### config.mk
export PLATFORM = sky130hd
export DESIGN_NAME = mrd_mode_regs
export DESIGN_NICKNAME = d
export VERILOG_FILES = /design/src/shared/mrd_pkg.sv /design/src/shared/mrd_if.sv /design/src/logic/mrd_addr_decode.sv /design/src/logic/mrd_mode_regs.sv
export VERILOG_INCLUDE_DIRS = /design/src /design/src/shared
export SDC_FILE = /design/constraint.sdc
export NUM_CORES = 1
export LEC_CHECK = 0
export BUFFER_PORTS_ARGS = -buffer_cell sky130_fd_sc_hd__buf_2
export CORE_ASPECT_RATIO = 1.1
export CORE_UTILIZATION = 49
export DETAILED_ROUTE_END_ITERATION = 7
export HOLD_SLACK_MARGIN = 0.05
export PLACE_DENSITY = 0.77
export SLEW_MARGIN = 20
export SYNTH_ARGS = -nofsm -noshare
export SYNTH_HDL_FRONTEND = slang
export SYNTH_HIERARCHICAL = 1
export SYNTH_SLANG_ARGS = --single-unit
### constraint.sdc
create_clock -name ref_clk -period 1.5 [get_ports ref_clk]
set_input_delay 0 -clock ref_clk [delete_from_list [all_inputs] [get_ports ref_clk]]
set_output_delay 0 -clock ref_clk [all_outputs]
set_load 0.005 [all_outputs]
### src/shared/mrd_cfg.svh
`ifndef MRD_CFG_SVH
`define MRD_CFG_SVH

// mode register addresses on the command bus
`define MRD_MA_FEATURE_ONE    6'h01
`define MRD_MA_LATENCY        6'h02
`define MRD_MA_IO_CONFIG      6'h03
`define MRD_MA_TERMINATION    6'h0b
`define MRD_MA_CA_REFERENCE   6'h0c
`define MRD_MA_REG_CONTROL    6'h0d
`define MRD_MA_DQ_REFERENCE   6'h0e

// storage slots
`define MRD_IDX_FEATURE_ONE   3'h0
`define MRD_IDX_LATENCY       3'h1
`define MRD_IDX_IO_CONFIG     3'h2
`define MRD_IDX_TERMINATION   3'h3
`define MRD_IDX_CA_REFERENCE  3'h4
`define MRD_IDX_REG_CONTROL   3'h5
`define MRD_IDX_DQ_REFERENCE  3'h6
`define MRD_NUM_REGS          7

// power-up defaults, whole bytes, undocumented bits zero
`define MRD_RST_FEATURE_ONE   8'h00
`define MRD_RST_LATENCY       8'h00
`define MRD_RST_IO_CONFIG     8'h00
`define MRD_RST_TERMINATION   8'h00
`define MRD_RST_CA_REFERENCE  8'h4d
`define MRD_RST_REG_CONTROL   8'h00
`define MRD_RST_DQ_REFERENCE  8'h4d

// field positions
`define MRD_OP_SETPOINT_BIT   7
`define MRD_WR_SETPOINT_BIT   6
`define MRD_WR_LAT_SET_BIT    6
`define MRD_WR_LAT_MSB        5
`define MRD_WR_LAT_LSB        3
`define MRD_RD_LAT_MSB        2
`define MRD_RD_LAT_LSB        0
`define MRD_WR_REC_MSB        6
`define MRD_WR_REC_LSB        4
`define MRD_WR_INV_BIT        7
`define MRD_RD_INV_BIT        6
`define MRD_CMD_TERM_MSB      6
`define MRD_CMD_TERM_LSB      4
`define MRD_DATA_TERM_MSB     2
`define MRD_DATA_TERM_LSB     0
`define MRD_VREF_RANGE_BIT    6
`define MRD_VREF_VAL_MSB      5
`define MRD_VREF_VAL_LSB      0
// reference registers keep bit 7 reserved as zero
`define MRD_VREF_WMASK        8'h7f

`endif

### src/shared/mrd_pkg.sv
package mrd_pkg;
    typedef enum logic [0:0] {
        MRD_ST_INIT,
        MRD_ST_READY
    } mrd_state_e;

    typedef logic [7:0] mrd_byte_t;
    typedef logic [2:0] mrd_idx_t;
    typedef logic [5:0] mrd_addr_t;
endpackage

### src/shared/mrd_if.sv
`timescale 1ns/1ns
// address lookup between the register core and its decoder
interface mrd_dec_if;
    mrd_pkg::mrd_addr_t addr;
    logic               hit;
    mrd_pkg::mrd_idx_t  idx;
    logic               readable;

    modport core (output addr, input hit, input idx, input readable);
    modport dec  (input addr, output hit, output idx, output readable);
endinterface

### src/logic/mrd_addr_decode.sv
`timescale 1ns/1ns
`include "mrd_cfg.svh"

module mrd_addr_decode (
    mrd_dec_if.dec dif
);
    // address to slot; unknown addresses give no hit
    always_comb begin
        dif.hit      = 1'b1;
        dif.readable = 1'b0;
        dif.idx      = `MRD_IDX_FEATURE_ONE;
        if (dif.addr == `MRD_MA_FEATURE_ONE) begin
            dif.idx = `MRD_IDX_FEATURE_ONE;
        end else if (dif.addr == `MRD_MA_LATENCY) begin
            dif.idx = `MRD_IDX_LATENCY;
        end else if (dif.addr == `MRD_MA_IO_CONFIG) begin
            dif.idx = `MRD_IDX_IO_CONFIG;
        end else if (dif.addr == `MRD_MA_TERMINATION) begin
            dif.idx = `MRD_IDX_TERMINATION;
        end else if (dif.addr == `MRD_MA_CA_REFERENCE) begin
            dif.idx      = `MRD_IDX_CA_REFERENCE;
            dif.readable = 1'b1;
        end else if (dif.addr == `MRD_MA_REG_CONTROL) begin
            dif.idx = `MRD_IDX_REG_CONTROL;
        end else if (dif.addr == `MRD_MA_DQ_REFERENCE) begin
            dif.idx      = `MRD_IDX_DQ_REFERENCE;
            dif.readable = 1'b1;
        end else begin
            dif.hit = 1'b0;
        end
    end
endmodule // mrd_addr_decode

### src/logic/mrd_mode_regs.sv
`timescale 1ns/1ns
`include "mrd_cfg.svh"
// Functional notes
// - load all listed defaults before any write
// - setpoint select bits reset to zero
// - latency set, latencies, recovery reset zero
// - both inversion enables reset off
// - both terminations reset disabled

module mrd_mode_regs (
    input  wire logic               ref_clk,
    input  wire logic               reset,
    input  wire logic               mrw_valid,
    input  wire logic               mrr_valid,
    input  wire mrd_pkg::mrd_addr_t mr_addr,
    input  wire mrd_pkg::mrd_byte_t mr_wdata,
    output logic                    mrr_data_valid,
    output mrd_pkg::mrd_byte_t      mrr_data,
    output logic                    init_done,
    output logic                    operating_setpoint_select,
    output logic                    write_setpoint_select,
    output logic                    write_latency_set_select,
    output logic [2:0]              write_latency,
    output logic [2:0]              read_latency,
    output logic [2:0]              write_recovery_count,
    output logic                    write_inversion_enable,
    output logic                    read_inversion_enable,
    output logic [2:0]              command_termination,
    output logic [2:0]              data_termination,
    output logic                    command_reference_range,
    output logic [5:0]              command_reference_level,
    output logic                    data_reference_range,
    output logic [5:0]              data_reference_level
);

    ////////////////////////////////////////////////////////////////////////
    // storage and decode

    mrd_pkg::mrd_state_e state_q;
    mrd_pkg::mrd_state_e state_d;
    mrd_pkg::mrd_byte_t  regs_q [`MRD_NUM_REGS];
    mrd_pkg::mrd_byte_t  regs_d [`MRD_NUM_REGS];
    logic                rvld_q;
    logic                rvld_d;
    mrd_pkg::mrd_byte_t  rdata_q;
    mrd_pkg::mrd_byte_t  rdata_d;

    mrd_dec_if dif ();

    // one decoder serves both commands; the controller never issues both at once
    assign dif.addr = mr_addr;

    mrd_addr_decode u_dec (
        .dif (dif)
    );

    // default byte of each slot
    function automatic mrd_pkg::mrd_byte_t reset_value(input mrd_pkg::mrd_idx_t i);
        mrd_pkg::mrd_byte_t v;
        v = 8'h00;
        case (i)
            `MRD_IDX_FEATURE_ONE:  v = `MRD_RST_FEATURE_ONE;
            `MRD_IDX_LATENCY:      v = `MRD_RST_LATENCY;
            `MRD_IDX_IO_CONFIG:    v = `MRD_RST_IO_CONFIG;
            `MRD_IDX_TERMINATION:  v = `MRD_RST_TERMINATION;
            `MRD_IDX_CA_REFERENCE: v = `MRD_RST_CA_REFERENCE;
            `MRD_IDX_REG_CONTROL:  v = `MRD_RST_REG_CONTROL;
            `MRD_IDX_DQ_REFERENCE: v = `MRD_RST_DQ_REFERENCE;
            default:               v = 8'h00;
        endcase
        return v;
    endfunction

    ////////////////////////////////////////////////////////////////////////
    // init sequence and register writes

    // init cycle reloads defaults, so a write racing the reset release is lost
    always_comb begin
        state_d = state_q;
        for (int i = 0; i < `MRD_NUM_REGS; i++) begin
            regs_d[i] = regs_q[i];
        end
        case (state_q)
            mrd_pkg::MRD_ST_INIT: begin
                for (int i = 0; i < `MRD_NUM_REGS; i++) begin
                    regs_d[i] = reset_value(3'(i));
                end
                state_d = mrd_pkg::MRD_ST_READY;
            end
            mrd_pkg::MRD_ST_READY: begin
                if (mrw_valid && dif.hit) begin
                    if (dif.readable) begin
                        regs_d[dif.idx] = mr_wdata & `MRD_VREF_WMASK;
                    end else begin
                        regs_d[dif.idx] = mr_wdata;
                    end
                end
            end
            default: begin
                state_d = mrd_pkg::MRD_ST_INIT;
            end
        endcase
    end

    // every bit has a reset value, documented or zero
    always_ff @(posedge ref_clk) begin
        if (reset) begin
            state_q <= mrd_pkg::MRD_ST_INIT;
            for (int i = 0; i < `MRD_NUM_REGS; i++) begin
                regs_q[i] <= reset_value(3'(i));
            end
        end else begin
            state_q <= state_d;
            for (int i = 0; i < `MRD_NUM_REGS; i++) begin
                regs_q[i] <= regs_d[i];
            end
        end
    end

    ////////////////////////////////////////////////////////////////////////
    // mode register read

    // write-only and unknown addresses answer zero
    always_comb begin
        rvld_d  = mrr_valid;
        rdata_d = 8'h00;
        if (mrr_valid && dif.hit && dif.readable) begin
            rdata_d = regs_q[dif.idx];
        end
    end

    always_ff @(posedge ref_clk) begin
        if (reset) begin
            rvld_q  <= 1'b0;
            rdata_q <= 8'h00;
        end else begin
            rvld_q  <= rvld_d;
            rdata_q <= rdata_d;
        end
    end

    ////////////////////////////////////////////////////////////////////////
    // field outputs, straight slices of the register flops

    assign mrr_data_valid            = rvld_q;
    assign mrr_data                  = rdata_q;
    assign init_done                 = (state_q == mrd_pkg::MRD_ST_READY);
    assign operating_setpoint_select = regs_q[`MRD_IDX_REG_CONTROL][`MRD_OP_SETPOINT_BIT];
    assign write_setpoint_select     = regs_q[`MRD_IDX_REG_CONTROL][`MRD_WR_SETPOINT_BIT];
    assign write_latency_set_select  = regs_q[`MRD_IDX_LATENCY][`MRD_WR_LAT_SET_BIT];
    assign write_latency             = regs_q[`MRD_IDX_LATENCY][`MRD_WR_LAT_MSB:`MRD_WR_LAT_LSB];
    assign read_latency              = regs_q[`MRD_IDX_LATENCY][`MRD_RD_LAT_MSB:`MRD_RD_LAT_LSB];
    assign write_recovery_count      = regs_q[`MRD_IDX_FEATURE_ONE][`MRD_WR_REC_MSB:`MRD_WR_REC_LSB];
    assign write_inversion_enable    = regs_q[`MRD_IDX_IO_CONFIG][`MRD_WR_INV_BIT];
    assign read_inversion_enable     = regs_q[`MRD_IDX_IO_CONFIG][`MRD_RD_INV_BIT];
    assign command_termination       = regs_q[`MRD_IDX_TERMINATION][`MRD_CMD_TERM_MSB:`MRD_CMD_TERM_LSB];
    assign data_termination          = regs_q[`MRD_IDX_TERMINATION][`MRD_DATA_TERM_MSB:`MRD_DATA_TERM_LSB];
    assign command_reference_range   = regs_q[`MRD_IDX_CA_REFERENCE][`MRD_VREF_RANGE_BIT];
    assign command_reference_level   = regs_q[`MRD_IDX_CA_REFERENCE][`MRD_VREF_VAL_MSB:`MRD_VREF_VAL_LSB];
    assign data_reference_range      = regs_q[`MRD_IDX_DQ_REFERENCE][`MRD_VREF_RANGE_BIT];
    assign data_reference_level      = regs_q[`MRD_IDX_DQ_REFERENCE][`MRD_VREF_VAL_MSB:`MRD_VREF_VAL_LSB];
endmodule // mrd_mode_regs

==> impl_results.md <==
- Status: completed
- Tot Pwr: between 3 and 4 mW
- Most used DFF post-synth: dfxtp_1
- Critical path type: flip-flop to flip-flop
- Top-area cell type share of the netlist area: between 40% and 50%
- Initial core utilization: 50.7%
- Top post-synthesis cells by area: dfxtp_1, mux2i_1, mux2_2
- Ant diodes: 0
- Worst vdd ir: roughly 0.36 mV
- EDFF count, synth: 0
- # hold bufs at CTS: 6
- H-tree depth: 3
- Sequential power share: between 50% and 60%
- Largest net degree at the start of global routing: 49
- Number of global-route vias before repair: roughly 2.4k
- Maximum clock frequency: 0.762 GHz
- Synth Warn #: 6
- Post-placement cell count: 440
- Yosys reg bits: 66
- Port bufs: between 60 and 70
- Nets: around 400
- Total number of vias: around 2.4k
- Slew HR: between 70% and 80%
- First-pass GRT wire length: roughly 11,000 µm
- CP startpoint kind: flip-flop
- Slew Limit Fails: 0
- Detailed placement HPWL: 4960 µm
- CP required: 1.76 ns
- Setup crit end kind: flip-flop
- Hold Vio Cnt, Final: 0
- Core Box Area: a little over 6000 µm²
- Wire per inst: between 15 and 20 µm
- Top Ports: 62
- DRT Pass-1 Iters: 4
- Drc violations: 0
- CTS buffer count: 9
- Routed vias/inst: about 5.3
- Min Tclk post-route: about 1.3 ns
- Final WL: between 6000 and 7000 µm
- GPL Wtd Cong: between 0.7 and 0.8
- CTS max path bufs: 2
- Dominant cell type by area after synthesis: dfxtp_1
- Gr ovfl total: 0
- CTS tree: built
- DRT iter0 DRCs: ~160
- Post-CTS Setup Inserts: 0
- Period utilisation layout: between 80% and 90%
- Netlist cell types: 35
- Clk root buf: clkbuf_8
- Clk_lat worst skew: about 0.34 ns
- WL met1: between 3000 and 4000 µm
- Initial antenna violation count: 0
- Die X-Extent: 78.3 µm
- Internal power: roughly 2.5 mW
- Pwr dens: slightly below 900 nW/µm²
- Die ar.: 6730 µm²
- CTS clk-pin slew, worst paths: around 0.06 ns
- Critical Path AT: 1.57 ns
- ANT nets after route: 0
- Tot GR Track Use: 22.0%
- Die Y: roughly 86 µm
- Fraction of layout cells with a size suffix above 1: 33.6%
- Switch share: a little over a fifth
- CP max FO: between 40 and 50
- # resized after CTS: 0
- Non-Filler Instances: between 400 and 500
- Net Switching: 0.710 mW
- Static Leak: roughly 1.8 nW
- Metal3 WL: 336 µm
- Avg Cell Area, Syn: 9.72 µm²
- Layout area overhead: 16.4%
- Most numerous cell in the Yosys netlist: dfxtp_1
- Synthesized area: approximately 3100 µm²
- Post-synthesis sequential area ratio: 42.1%
- Syn nets: 341
- Comb pwr share: between 6 and 7%
- Top cells by count, synth: dfxtp_1, nand2_1, mux2i_1
- Final setup viols: 0
- Gate Count Post-Synth: around 320
- Fin Setup TNS: 0 ns
- Max layer used: met4
- Max cap viols: 0
- RSZ-0062 raised after global routing: no
- Row Count: 30
- Clock power share: approximately two fifths
- Worst-margin pin slew: 0.441 ns
- Async S/R FF share, synth: 0%
- Hold WC Path Type: input port to flip-flop
- Clock sinks: 66
- Clock Skews: around 0.0041 ns
- WL met2: about 3300 µm
## kinds of logic (layout without fill, tap and decap cells)
logic type      after synthesis  in the layout  synth area share, %
xor+xnor                      1              1                0.279
compound gates               18             18                 4.27
buf+inv                      49            104                 10.4
mux                          81             81                 26.8
flops                        66             66                 42.1
simple gates                108            108                 16.2
## layout by cell type, fill, tap and decap left out, drive strengths merged, types with 3 or more instances in the layout
cell type / Yosys / layout
nand3b: 4 / 4
dlygate4sd3: 0 / 6
nand2: 60 / 60
nand2b: 3 / 3
nor2: 22 / 22
dfxtp: 66 / 66
mux2: 24 / 24
o221ai: 8 / 8
mux2i: 57 / 57
buf: 44 / 85
clkbuf: 4 / 12
o22ai: 8 / 8
## cell type report
type	instances	area, µm²
multi-input combinational	208	1510
timing repair buffer	91	558
sequential	66	1320
fill	522	2540
clock buffer	12	165
inverter	1	3.75
tap	80	100
## metal layers
| layer | track usage (%) | up-vias |
|---|---|---|
| met5 | 0 | - |
| met4 | 9.93 | 0 |
| met3 | 4.04 | 9 |
| met2 | 35.9 | 80 |
| met1 | 28.4 | 1142 |
| li1 | - | 1190 |
## critical path, stage by stage (launching register included)
cell	delay, ns
dfxtp_1	0.34
nor2b_4	0.16
buf_12	0.22
nand3b_1	0.28
mux2i_1	0.22
## path summary, 6_finish.rpt
path	depth (start not counted)	from	slack, ns	end
max	4	init_done$_DFF_P_	0.19	regs_q[2][7]$_SDFFE_PP0P_
min	3	mr_wdata[1]	0.1	flip-flop
max reg2reg	4	init_done$_DFF_P_	0.19	regs_q[2][7]$_SDFFE_PP0P_
min reg2reg	2	flip-flop	0.46	flip-flop
## metrics by stage
stage	hold slack, ns	util, %	instance area (µm²)	setup slack, ns
floorplan	0.0565	-	3140	0.0330
global placement	0.218	55.4	3430	-0.0877
detailed placement	0.221	55.4	3430	-0.132
CTS	0.101	59.0	3650	0.172
global route	0.133	59.0	3650	0.0650
finish	0.0998	59.0	3650	0.187
## power by group through the flow
stage                     registers (mW)  clock network (mW)  logic, mW
after global routing                1.76                1.38      0.219
after CTS                           1.76                1.31      0.200
after floorplan                     1.80                   0      0.112
after detailed placement            1.80                   0      0.187
after global placement              1.80                   0      0.182
final                               1.76                1.29      0.200
(Power assumes the default switching activity.)
